File: config.mk
export PLATFORM = sky130hd
export DESIGN_NAME = sfh_host
export DESIGN_NICKNAME = d
export VERILOG_FILES = /design/src/sfh_pkg.sv /design/src/sfh_sync.sv /design/src/sfh_sck_gen.sv /design/src/sfh_host.sv
export VERILOG_INCLUDE_DIRS = /design/src
export SDC_FILE = /design/constraint.sdc
export NUM_CORES = 1
export LEC_CHECK = 0
export BUFFER_PORTS_ARGS = -buffer_cell sky130_fd_sc_hd__buf_4
export CAP_MARGIN = 20
export CORE_MARGIN = 4
export CORE_UTILIZATION = 25
export CTS_BUF_LIST = sky130_fd_sc_hd__clkbuf_16
export DETAILED_ROUTE_END_ITERATION = 12
export PLACE_DENSITY_LB_ADDON = 0.15
export SKIP_LAST_GASP = 1
export SYNTH_ARGS = -nofsm -noshare
export SYNTH_HDL_FRONTEND = slang
export SYNTH_SLANG_ARGS = --single-unit
File: constraint.sdc
create_clock -name pclk -period 3.75 [get_ports pclk]
set_clock_uncertainty 0.15 [all_clocks]
set_input_delay 0.375 -clock pclk [delete_from_list [all_inputs] [get_ports pclk]]
set_output_delay 0.375 -clock pclk [all_outputs]
set_load 0.03 [all_outputs]
File: src/sfh_consts.svh
// constants for the serial memory host controller
`ifndef SFH_CONSTS_SVH
`define SFH_CONSTS_SVH

// ----------------------------------------------------------------
// timing, in nanoseconds
// ----------------------------------------------------------------
`define SFH_CLK_NS 25
`define SFH_T_HALF_NS 500
`define SFH_T_LEAD_NS 500
`define SFH_T_LAG_NS 500
`define SFH_T_GAP_NS 2000
`define SFH_T_PUR_NS 1000000
`define SFH_T_PUW_NS 5000000

// ----------------------------------------------------------------
// register offsets and fields
// ----------------------------------------------------------------
`define SFH_OFF_CTRL 12'h000
`define SFH_OFF_ADDR 12'h004
`define SFH_OFF_STAT 12'h008
`define SFH_BUF_PAGE 7'h01
`define SFH_CTRL_START 0
`define SFH_CTRL_CMD_LSB 1
`define SFH_CTRL_PAUSE 4
`define SFH_CTRL_LEN_LSB 8
`define SFH_ADDR_SR_LSB 16

// ----------------------------------------------------------------
// device opcodes and frame shape
// ----------------------------------------------------------------
`define SFH_OP_SET_LATCH 8'h06
`define SFH_OP_CLR_LATCH 8'h04
`define SFH_OP_STAT_READ 8'h05
`define SFH_OP_STAT_PROG 8'h01
`define SFH_OP_ARRAY_READ 8'h03
`define SFH_OP_ARRAY_PROG 8'h02
`define SFH_SR_KEEP 8'h8C
`define SFH_PROG_BYTES 6'h20
`define SFH_HDR_BYTES 6'h03

`endif

File: src/sfh_pkg.sv
// types shared by the serial memory host controller
package sfh_pkg;

  typedef enum logic [2:0] {
    SFH_SET_LATCH,
    SFH_CLR_LATCH,
    SFH_STAT_READ,
    SFH_STAT_PROG,
    SFH_ARRAY_READ,
    SFH_ARRAY_PROG
  } sfh_cmd_t;

  typedef enum logic [2:0] {
    ST_IDLE,
    ST_GAP,
    ST_LEAD,
    ST_SHIFT,
    ST_LAG
  } sfh_state_t;

  typedef struct packed {
    logic select_n;
    logic sck;
    logic mosi;
    logic pause_n;
  } sfh_pins_t;

endpackage : sfh_pkg

File: src/sfh_sync.sv
// two-flop synchroniser for a pin input
`timescale 1ns/1ps
module sfh_sync (
  input wire logic pclk,
  input wire logic presetn,
  input wire logic din,
  output logic dout
);
  logic meta;

  always_ff @(posedge pclk or negedge presetn)
  begin
    if (!presetn)
    begin
      meta <= 1'b0;
      dout <= 1'b0;
    end
    else
    begin
      meta <= din;
      dout <= meta;
    end
  end
endmodule : sfh_sync

File: src/sfh_sck_gen.sv
// serial clock divider giving rise and fall moments
`timescale 1ns/1ps
`include "sfh_consts.svh"
module sfh_sck_gen (
  input wire logic pclk,
  input wire logic presetn,
  input wire logic en,
  output logic rise_go,
  output logic fall_go
);
  localparam int HALF_CYC = (`SFH_T_HALF_NS + `SFH_CLK_NS - 1) / `SFH_CLK_NS;
  logic high;
  logic [4:0] cnt;
  wire last = cnt == 5'(HALF_CYC - 1);

  // en only gates the low phase, so a stop always lands with sck low
  assign rise_go = ~high & en & last;
  assign fall_go = high & last;

  always_ff @(posedge pclk or negedge presetn)
  begin
    if (!presetn)
    begin
      high <= 1'b0;
      cnt <= 5'h00;
    end
    else if (high | en)
    begin
      cnt <= last ? 5'h00 : cnt + 5'h01;
      if (last)
        high <= ~high;
    end
    else
      cnt <= 5'h00;
  end
endmodule : sfh_sck_gen

File: src/sfh_host.sv
// apb-driven host controller for a serial nonvolatile memory
// Function
// - shift input on rising sck, device output sampled on rising sck
// - array read: opcode, 16-bit address, then data bytes out
// - read ends only by raising select
// - programming needs a prior separate latch-set frame
// - latch-set frame is exactly eight bits, then select high
// - array program: select low for opcode, address, 256 data clocks
// - exactly 32 data bytes from a sector-aligned start
// - status program data bits 0,1,4,5,6 sent as zero
// - pause changes only while sck is low
// - wait 1 ms before reads, 5 ms before writes after power-up
// - opcodes: set latch 06, array read 03, array program 02
// - opcodes: clear latch 04, status read 05, status program 01
`timescale 1ns/1ps
`include "sfh_consts.svh"
module sfh_host #(
  parameter int PUR_CYCLES = (`SFH_T_PUR_NS + `SFH_CLK_NS - 1) / `SFH_CLK_NS,
  parameter int PUW_CYCLES = (`SFH_T_PUW_NS + `SFH_CLK_NS - 1) / `SFH_CLK_NS
) (
  input wire logic pclk,
  input wire logic presetn,
  input wire logic psel,
  input wire logic penable,
  input wire logic pwrite,
  input wire logic [11:0] paddr,
  input wire logic [31:0] pwdata,
  output logic [31:0] prdata,
  output logic pready,
  output logic pslverr,
  input wire logic miso,
  output sfh_pkg::sfh_pins_t spi_out
);
  localparam int LEAD_CYC = (`SFH_T_LEAD_NS + `SFH_CLK_NS - 1) / `SFH_CLK_NS;
  localparam int LAG_CYC = (`SFH_T_LAG_NS + `SFH_CLK_NS - 1) / `SFH_CLK_NS;
  localparam int GAP_CYC = (`SFH_T_GAP_NS + `SFH_CLK_NS - 1) / `SFH_CLK_NS;

  // ----------------------------------------------------------------
  // helpers
  // ----------------------------------------------------------------
  function automatic logic [7:0] opcode_of(input sfh_pkg::sfh_cmd_t c);
    case (c)
      sfh_pkg::SFH_SET_LATCH: opcode_of = `SFH_OP_SET_LATCH;
      sfh_pkg::SFH_CLR_LATCH: opcode_of = `SFH_OP_CLR_LATCH;
      sfh_pkg::SFH_STAT_READ: opcode_of = `SFH_OP_STAT_READ;
      sfh_pkg::SFH_STAT_PROG: opcode_of = `SFH_OP_STAT_PROG;
      sfh_pkg::SFH_ARRAY_READ: opcode_of = `SFH_OP_ARRAY_READ;
      sfh_pkg::SFH_ARRAY_PROG: opcode_of = `SFH_OP_ARRAY_PROG;
      default: opcode_of = `SFH_OP_STAT_READ;
    endcase
  endfunction : opcode_of

  function automatic logic is_write(input sfh_pkg::sfh_cmd_t c);
    is_write = (c != sfh_pkg::SFH_STAT_READ) &&
               (c != sfh_pkg::SFH_ARRAY_READ);
  endfunction : is_write

  function automatic logic is_prog(input sfh_pkg::sfh_cmd_t c);
    is_prog = (c == sfh_pkg::SFH_STAT_PROG) ||
              (c == sfh_pkg::SFH_ARRAY_PROG);
  endfunction : is_prog

  function automatic logic [5:0] frame_bytes(input sfh_pkg::sfh_cmd_t c,
                                             input logic [4:0] n);
    if (c == sfh_pkg::SFH_ARRAY_READ)
      frame_bytes = `SFH_HDR_BYTES + {1'b0, n} + 6'h01;
    else if (c == sfh_pkg::SFH_ARRAY_PROG)
      frame_bytes = `SFH_HDR_BYTES + `SFH_PROG_BYTES;
    else if (is_write(c) && !is_prog(c))
      frame_bytes = 6'h01;
    else
      frame_bytes = 6'h02;
  endfunction : frame_bytes

  // ----------------------------------------------------------------
  // state
  // ----------------------------------------------------------------
  sfh_pkg::sfh_state_t state;
  sfh_pkg::sfh_cmd_t op, main_cmd, cmd;
  logic pre, done, pause_req, miso_s, rise_go, fall_go, latch_sent;
  logic [6:0] cnt;
  logic [5:0] byte_idx, nbytes;
  logic [2:0] bit_idx;
  logic [7:0] tx_sr, rx_sr, sr_data, stat_byte;
  logic [4:0] len;
  logic [15:0] addr_q;
  logic [17:0] pu_cnt;
  logic [9:0] rise_cnt;
  logic [7:0] buf_mem [0:31];

  sfh_sync u_miso_sync (
    .pclk(pclk),
    .presetn(presetn),
    .din(miso),
    .dout(miso_s)
  );

  wire gen_en = (state == sfh_pkg::ST_SHIFT) & spi_out.pause_n & ~pause_req;

  sfh_sck_gen u_sck_gen (
    .pclk(pclk),
    .presetn(presetn),
    .en(gen_en),
    .rise_go(rise_go),
    .fall_go(fall_go)
  );

  // ----------------------------------------------------------------
  // apb decode
  // ----------------------------------------------------------------
  wire aligned = paddr[1:0] == 2'h0;
  wire sel_ctrl = paddr == `SFH_OFF_CTRL;
  wire sel_addr = paddr == `SFH_OFF_ADDR;
  wire sel_stat = paddr == `SFH_OFF_STAT;
  wire sel_buf = (paddr[11:5] == `SFH_BUF_PAGE) & aligned;
  wire hit = sel_ctrl | sel_addr | sel_stat | sel_buf;
  wire acc = psel & penable & ~pready;
  wire wr_now = psel & penable & pready & pwrite & ~pslverr;
  wire wr_ctrl = wr_now & sel_ctrl;
  wire wr_addr = wr_now & sel_addr;
  wire wr_buf = wr_now & sel_buf;
  wire busy = state != sfh_pkg::ST_IDLE;
  wire pur_ok = pu_cnt >= 18'(PUR_CYCLES);
  wire puw_ok = pu_cnt >= 18'(PUW_CYCLES);
  wire [4:0] bw = {paddr[4:2], 2'h0};
  wire [31:0] ctrl_rd = {19'h00000, len, 3'h0, pause_req, cmd, 1'b0};
  wire [31:0] addr_rd = {8'h00, sr_data, addr_q};
  wire [31:0] stat_rd = {16'h0000, stat_byte, 4'h0, done, puw_ok, pur_ok,
                         busy};
  wire [31:0] buf_rd = {buf_mem[bw + 5'h03], buf_mem[bw + 5'h02],
                        buf_mem[bw + 5'h01], buf_mem[bw]};
  wire [31:0] rd_mux = sel_ctrl ? ctrl_rd : sel_addr ? addr_rd :
                       sel_stat ? stat_rd : sel_buf ? buf_rd : 32'h0000_0000;
  wire sfh_pkg::sfh_cmd_t new_cmd =
    sfh_pkg::sfh_cmd_t'(pwdata[`SFH_CTRL_CMD_LSB +: 3]);
  wire go = wr_ctrl & pwdata[`SFH_CTRL_START] & ~busy & (cnt == 7'h00) &
            (new_cmd <= sfh_pkg::SFH_ARRAY_PROG) &
            (is_write(new_cmd) ? puw_ok : pur_ok);

  always_ff @(posedge pclk or negedge presetn)
  begin
    if (!presetn)
    begin
      pready <= 1'b0;
      pslverr <= 1'b0;
      prdata <= 32'h0000_0000;
    end
    else
    begin
      pready <= acc;
      pslverr <= acc & ~hit;
      prdata <= (acc & hit & ~pwrite) ? rd_mux : 32'h0000_0000;
    end
  end

  always_ff @(posedge pclk or negedge presetn)
  begin
    if (!presetn)
    begin
      cmd <= sfh_pkg::SFH_STAT_READ;
      len <= 5'h00;
      pause_req <= 1'b0;
      pu_cnt <= 18'h00000;
    end
    else
    begin
      if (!puw_ok)
        pu_cnt <= pu_cnt + 18'h00001;
      if (wr_ctrl)
      begin
        cmd <= new_cmd;
        len <= pwdata[`SFH_CTRL_LEN_LSB +: 5];
        pause_req <= pwdata[`SFH_CTRL_PAUSE];
      end
    end
  end

  // ----------------------------------------------------------------
  // frame engine
  // ----------------------------------------------------------------
  wire [5:0] nb = byte_idx + 6'h01;
  wire [4:0] di = 5'(nb - `SFH_HDR_BYTES);
  wire [4:0] ri = 5'(byte_idx - `SFH_HDR_BYTES);
  wire [7:0] op_byte = opcode_of(op);
  wire [15:0] tx_addr = (op == sfh_pkg::SFH_ARRAY_PROG) ?
                        {addr_q[15:5], 5'h00} : addr_q;
  // reserved status bits forced to zero
  wire [7:0] tx_next = (op == sfh_pkg::SFH_STAT_PROG) ? sr_data & `SFH_SR_KEEP :
                       (nb == 6'h01) ? tx_addr[15:8] :
                       (nb == 6'h02) ? tx_addr[7:0] :
                       (op == sfh_pkg::SFH_ARRAY_PROG) ? buf_mem[di] : 8'h00;
  wire byte_end = (state == sfh_pkg::ST_SHIFT) & fall_go & (bit_idx == 3'h7);
  wire rx_store = byte_end & (op == sfh_pkg::SFH_ARRAY_READ) &
                  (byte_idx >= `SFH_HDR_BYTES);

  always_ff @(posedge pclk)
  begin
    if (wr_buf)
      for (int i = 0; i < 4; i++)
        buf_mem[bw + 5'(i)] <= pwdata[8*i +: 8];
    else if (rx_store)
      buf_mem[ri] <= rx_sr;
  end

  always_ff @(posedge pclk or negedge presetn)
  begin
    if (!presetn)
    begin
      state <= sfh_pkg::ST_IDLE;
      op <= sfh_pkg::SFH_STAT_READ;
      main_cmd <= sfh_pkg::SFH_STAT_READ;
      pre <= 1'b0;
      done <= 1'b0;
      cnt <= 7'h00;
      byte_idx <= 6'h00;
      nbytes <= 6'h00;
      bit_idx <= 3'h0;
      tx_sr <= 8'h00;
      rx_sr <= 8'h00;
      stat_byte <= 8'h00;
      addr_q <= 16'h0000;
      sr_data <= 8'h00;
      rise_cnt <= 10'h000;
      latch_sent <= 1'b0;
      spi_out <= 4'b1001;
    end
    else
    begin
      if (wr_addr)
      begin
        addr_q <= pwdata[15:0];
        sr_data <= pwdata[`SFH_ADDR_SR_LSB +: 8];
      end
      // pause moves only with sck low
      if (!spi_out.sck)
        spi_out.pause_n <= ~(pause_req & (state == sfh_pkg::ST_SHIFT));
      unique case (state)
        sfh_pkg::ST_IDLE:
        begin
          if (cnt != 7'h00)
            cnt <= cnt - 7'h01;
          if (go)
          begin
            op <= is_prog(new_cmd) ? sfh_pkg::SFH_SET_LATCH : new_cmd;
            pre <= is_prog(new_cmd);
            main_cmd <= new_cmd;
            done <= 1'b0;
            state <= sfh_pkg::ST_GAP;
          end
        end
        sfh_pkg::ST_GAP:
        begin
          if (cnt != 7'h00)
            cnt <= cnt - 7'h01;
          else
          begin
            spi_out.select_n <= 1'b0;
            spi_out.mosi <= op_byte[7];
            tx_sr <= op_byte;
            byte_idx <= 6'h00;
            bit_idx <= 3'h0;
            nbytes <= frame_bytes(op, len);
            rise_cnt <= 10'h000;
            cnt <= 7'(LEAD_CYC - 1);
            state <= sfh_pkg::ST_LEAD;
          end
        end
        sfh_pkg::ST_LEAD:
        begin
          cnt <= cnt - 7'h01;
          if (cnt == 7'h00)
            state <= sfh_pkg::ST_SHIFT;
        end
        sfh_pkg::ST_SHIFT:
        begin
          // sample on rise, shift out on fall
          if (rise_go)
          begin
            spi_out.sck <= 1'b1;
            rx_sr <= {rx_sr[6:0], miso_s};
            rise_cnt <= rise_cnt + 10'h001;
          end
          if (fall_go)
          begin
            spi_out.sck <= 1'b0;
            if (bit_idx != 3'h7)
            begin
              bit_idx <= bit_idx + 3'h1;
              tx_sr <= {tx_sr[6:0], 1'b0};
              spi_out.mosi <= tx_sr[6];
            end
            else if (nb != nbytes)
            begin
              bit_idx <= 3'h0;
              byte_idx <= nb;
              tx_sr <= tx_next;
              spi_out.mosi <= tx_next[7];
            end
            else
            begin
              cnt <= 7'(LAG_CYC - 1);
              state <= sfh_pkg::ST_LAG;
            end
            if (op == sfh_pkg::SFH_STAT_READ)
              stat_byte <= rx_sr;
          end
        end
        sfh_pkg::ST_LAG:
        begin
          cnt <= cnt - 7'h01;
          if (cnt == 7'h00)
          begin
            // select rises only after the last bit
            spi_out.select_n <= 1'b1;
            spi_out.mosi <= 1'b0;
            cnt <= 7'(GAP_CYC - 1);
            if (op == sfh_pkg::SFH_SET_LATCH)
              latch_sent <= 1'b1;
            else if (is_prog(op) || op == sfh_pkg::SFH_CLR_LATCH)
              latch_sent <= 1'b0;
            if (pre)
            begin
              pre <= 1'b0;
              op <= main_cmd;
              state <= sfh_pkg::ST_GAP;
            end
            else
            begin
              done <= 1'b1;
              // next read address, wrapping at the top
              if (op == sfh_pkg::SFH_ARRAY_READ)
                addr_q <= addr_q + {11'h000, len} + 16'h0001;
              state <= sfh_pkg::ST_IDLE;
            end
          end
        end
      endcase
    end
  end

  // ----------------------------------------------------------------
  // checks
  // ----------------------------------------------------------------
  a_mosi_rise_stable: assert property (@(posedge pclk) disable iff (!presetn)
    $rose(spi_out.sck) |-> $stable(spi_out.mosi)) else $error("mosi moved at sck rise");
  a_sel_sck_low: assert property (@(posedge pclk) disable iff (!presetn)
    $changed(spi_out.select_n) |-> !spi_out.sck && $past(!spi_out.sck))
    else $error("select moved with sck high");
  a_pause_sck_low: assert property (@(posedge pclk) disable iff (!presetn)
    $changed(spi_out.pause_n) |-> !spi_out.sck && $past(!spi_out.sck))
    else $error("pause moved with sck high");
  a_pause_freeze: assert property (@(posedge pclk) disable iff (!presetn)
    !spi_out.pause_n [*2] |-> $stable(spi_out.sck) && $stable(spi_out.mosi))
    else $error("lines moved while paused");
  a_read_wait: assert property (@(posedge pclk) disable iff (!presetn)
    $fell(spi_out.select_n) |-> pu_cnt >= 18'(PUR_CYCLES))
    else $error("frame before read wait");
  a_write_wait: assert property (@(posedge pclk) disable iff (!presetn)
    $fell(spi_out.select_n) && is_write(op) |-> pu_cnt >= 18'(PUW_CYCLES))
    else $error("write before write wait");
  a_latch_len: assert property (@(posedge pclk) disable iff (!presetn)
    $rose(spi_out.select_n) && $past(op) == sfh_pkg::SFH_SET_LATCH |->
    rise_cnt == 10'd8)
    else $error("latch frame not eight clocks");
  a_prog_len: assert property (@(posedge pclk) disable iff (!presetn)
    $rose(spi_out.select_n) && $past(op) == sfh_pkg::SFH_ARRAY_PROG |->
    rise_cnt == 10'd280) else $error("program frame length wrong");
  a_read_len: assert property (@(posedge pclk) disable iff (!presetn)
    $rose(spi_out.select_n) && op == sfh_pkg::SFH_ARRAY_READ |->
    rise_cnt == {2'h0, len, 3'h0} + 10'd32) else $error("read frame length wrong");
  a_latch_first: assert property (@(posedge pclk) disable iff (!presetn)
    $fell(spi_out.select_n) && is_prog(op) |-> latch_sent)
    else $error("program without latch frame");
  a_sr_mask: assert property (@(posedge pclk) disable iff (!presetn)
    state == sfh_pkg::ST_SHIFT && op == sfh_pkg::SFH_STAT_PROG && byte_idx == 6'h01
    && bit_idx == 3'h0 |-> (tx_sr & ~`SFH_SR_KEEP) == 8'h00)
    else $error("status data reserved bits set");
  a_opcode_first: assert property (@(posedge pclk) disable iff (!presetn)
    $fell(spi_out.select_n) |-> tx_sr == opcode_of(op) && spi_out.mosi == tx_sr[7])
    else $error("opcode not sent first");
endmodule : sfh_host

==> out/results.tsv <==
metric	value	unit
status	finished clean	
synthArstFlopShare	37.4	%
cts_buffers	50	
yosys_warnings	0	
path_buf_inv	4	
first_pass_iters	6	
dp_cells	3297	
place_hpwl	70200	um
yosysUniqueCellTypes	89	
cp_slowest_cell	or2_4	
via_count	17600	
timing.final.crit_share	93.9	%
critPathTopFamily	buffers and inverters	
cts_buffer_depth	3	
setup_ws	230	ps
critPathMaxStageDelay	600	ps
postRouteAntennaNets	0	
timing.rr.end	tx_sr[3]$_DFFE_PN0P_	
drive_gt1_share	22.4	%
synth_top_family_by_area	multiplexers	
drt_iter0_markers	1905	
setup_viol_count_final	0	
fin_tns_setup	0	ps
hold_violations	0	
io_pins	88	
die_w	309	um
finalWeightedCongestion	0.938	
startpoint_type	flop	
cp.required	4080	ps
floorplan.initialDensity	25.4	%
finalMaxSlewViolations	0	
drc	0	
place_ws	19.1	ps
critPathKind	reg -> reg	
min_period	3520	ps
reg2reg_depth	12	
worstPathCellList	buf_4 -> inv_2 -> ha_1 -> or2_4 -> buf_4 -> mux2i_1 -> a32oi_1 -> nand4_1 -> a21boi_0 -> a211oi_1 -> buf_4 -> o31ai_1	
antenna_found_initial	2	
track_usage	19.3	%
synth-edff-count	256	
arrival	3850	ps
slew_headroom	30.7	%
leakage	10.5	nW
rsz0062_at_grt	no	
cts_tree	built	
mappedNetlistNets	2145	
whs_path_depth	2	
synth_compound_area_share	12.2	%
cts_root_buf	clkbuf_16	
insertion_delay	620	ps
crit_fanout	44	
clkTransAtPathRegs	60	ps
synth_seq_cells	409	
min_from	pwdata[3]	
worstMarginPinSlew	1040	ps
cap_violations	0	
seq_area_frac_synth	51.0	%
synth_cells	2078	
vias_per_cell	5.17	
die_area	95200	um2
regArea	11500	um2
placed_cell_area	25100	um2
avgSynthCellArea	10.9	um2
std_cell_rows	109	
cts_setup_buffers	0	
area_delta_synth_final	19.2	%
dieHeight	309	um
nNetsFinal	2271	
yosys.area_share.simple	14.0	%
synthFlopType	edfxtp_1	
cts.sinks	409	
final_cell_mix	320 x nor2_1, 256 x edfxtp_1, 252 x a21oi_1	
peakVddDrop	0.307	mV
post-route-util	30.2	%
yosys.area_share.xor_xnor	1.82	%
cp-end-kind	flop	
hold_end	cmd[2]$_DFFE_PN0N_	
max_freq	284	MHz
synth_fa_ha_area_share	0.975	%
layout_commonest_cell	nor2_1	
wl_per_cell	27.5	um
multi_input_area	10200	um2
portBuffers	87	
grt_pass1_wl	133000	um
r2r-start	byte_idx[0]$_DFFE_PN0P_	
core	89100	um2
htreeDepth	2	
powerDensity	376	nW/um2
syn_area	22600	um2
grt_pass1_vias	17400	
grt_max_degree	89	
stdcell_area	26900	um2
grt-ovfl-total	0	
synthMuxAreaShare	15.7	%
r2r_setup_slack	230	ps
fillers	9146	
cpMostUsedCell	buf_4	
hp-class	in -> reg	
layoutNonFillerInstCount	3409	
routed_wl	93700	um
## synthesized netlist by cell type (all sizes together), types with 6 or more instances
cell / instances / area (um2)
o22ai: 8 / 50.1
o22a: 13 / 114
nor2: 328 / 1270
xnor2: 28 / 253
o21a: 6 / 45.0
o31ai: 12 / 90.1
mux2: 45 / 507
nor4: 8 / 62.6
a31oi: 16 / 100
dfrtp: 148 / 3700
a21oi: 256 / 1300
nand2b: 13 / 93.8
nand3: 56 / 290
and3: 14 / 92.6
edfxtp: 256 / 7690
buf: 101 / 551
a211oi: 14 / 110
nand4: 17 / 106
or3: 6 / 37.5
a22oi: 7 / 52.6
inv: 33 / 124
and2: 6 / 40.0
xor2: 12 / 113
or2: 6 / 37.5
mux4: 91 / 2050
o21ai: 76 / 380
a32oi: 15 / 131
mux2i: 92 / 983
clkbuf: 75 / 290
nand2: 203 / 772
ha: 16 / 200
nor3: 29 / 176
nor2b: 9 / 56.3
## through the flow
stage	hold slack, ps	total power [W]
after CTS	1.10	0.0102
after detailed placement	193	0.00546
after global routing	19.1	0.0105
after global placement	202	0.00545
after floorplan	-70.6	0.00517
final	22.5	0.0101
## power by group
group / switching (W) / internal (W) / total, W
sequential: 0.00000148 / 0.00480 / 0.00480
combinational: 0.000369 / 0.000210 / 0.000579
clock: 0.00204 / 0.00271 / 0.00475
total: 0.00241 / 0.00772 / 0.0101
## worst max-delay path by stage
stage	cells past startpoint	start	end
final	12	byte_idx[0]$_DFFE_PN0P_	tx_sr[3]$_DFFE_PN0P_
after CTS	8	u_sck_gen.cnt[0]$_DFF_PN0_	buf_mem[27][4]$_DFFE_PP_
after detailed placement	8	u_sck_gen.cnt[0]$_DFF_PN0_	buf_mem[27][3]$_DFFE_PP_
after global routing	9	u_sck_gen.cnt[0]$_DFF_PN0_	buf_mem[13][4]$_DFFE_PP_
after floorplan	12	byte_idx[0]$_DFFE_PN0P_	tx_sr[3]$_DFFE_PN0P_
after global placement	8	u_sck_gen.cnt[0]$_DFF_PN0_	buf_mem[27][3]$_DFFE_PP_
## timing repair
action / 4_1_cts / 5_1_grt
hold buffers: 20 / 0
gates resized for setup: 0 / 5
endpoints found under the setup margin: 0 / 40
endpoints found under the hold margin: 108 / 0
## cells by family (layout without fill, tap and decap cells)
group,count (synthesis),after routing
XOR/XNOR,42,42
buffers and inverters,209,374
adder cells (fa/ha/maj),17,17
multiplexers,228,228
other,0,1
AND/OR/NAND/NOR,709,709
AO/OA/AOI/OAI,464,464
flip-flops,409,409
## worst reg2reg max path, delay by kind of cell, from the launching register on
kind                     cells  cell delay, ps
AO/OA/AOI/OAI                4             690
AND/OR/NAND/NOR              2             730
flip-flops                   1             380
adder cells (fa/ha/maj)      1             170
multiplexers                 1             480
buffers and inverters        4             800
## layout make-up
cell class	instances	area share [%]
clock inverter	41	1.22
clock buffer	50	4.65
sequential	409	42.8
tap	1165	5.42
inverter	33	0.460
antenna	1	0.00930
timing repair buffer	250	7.69
multi-input combinational	1460	37.7
## registers in the layout, summed over array words and instances (netlist names), 3 cells and up
signal,flops
state,3
nbytes,6
len,5
cmd,3
sr_data,8
prdata,32
op,3
tx_sr,7
spi_out,4
byte_idx,6
rx_sr,8
u_sck_gen.cnt,5
bit_idx,3
buf_mem,256
addr_q,16
cnt,7
pu_cnt,18
main_cmd,3
stat_byte,8
## per-layer routing
metal  share of wire [%]  GRT usage [%]  vias to the layer above  wire length (um)
met1                  45           27.6                     8806             41900
met2                  45           30.3                      801             42000
met4                 3.6           6.31                        2              3390
met5               0.014              0                        -                13
li1                    -              -                     7871                 -
met3                 6.9           2.79                      135              6450
Note: power is estimated with default switching activity, not from simulation.
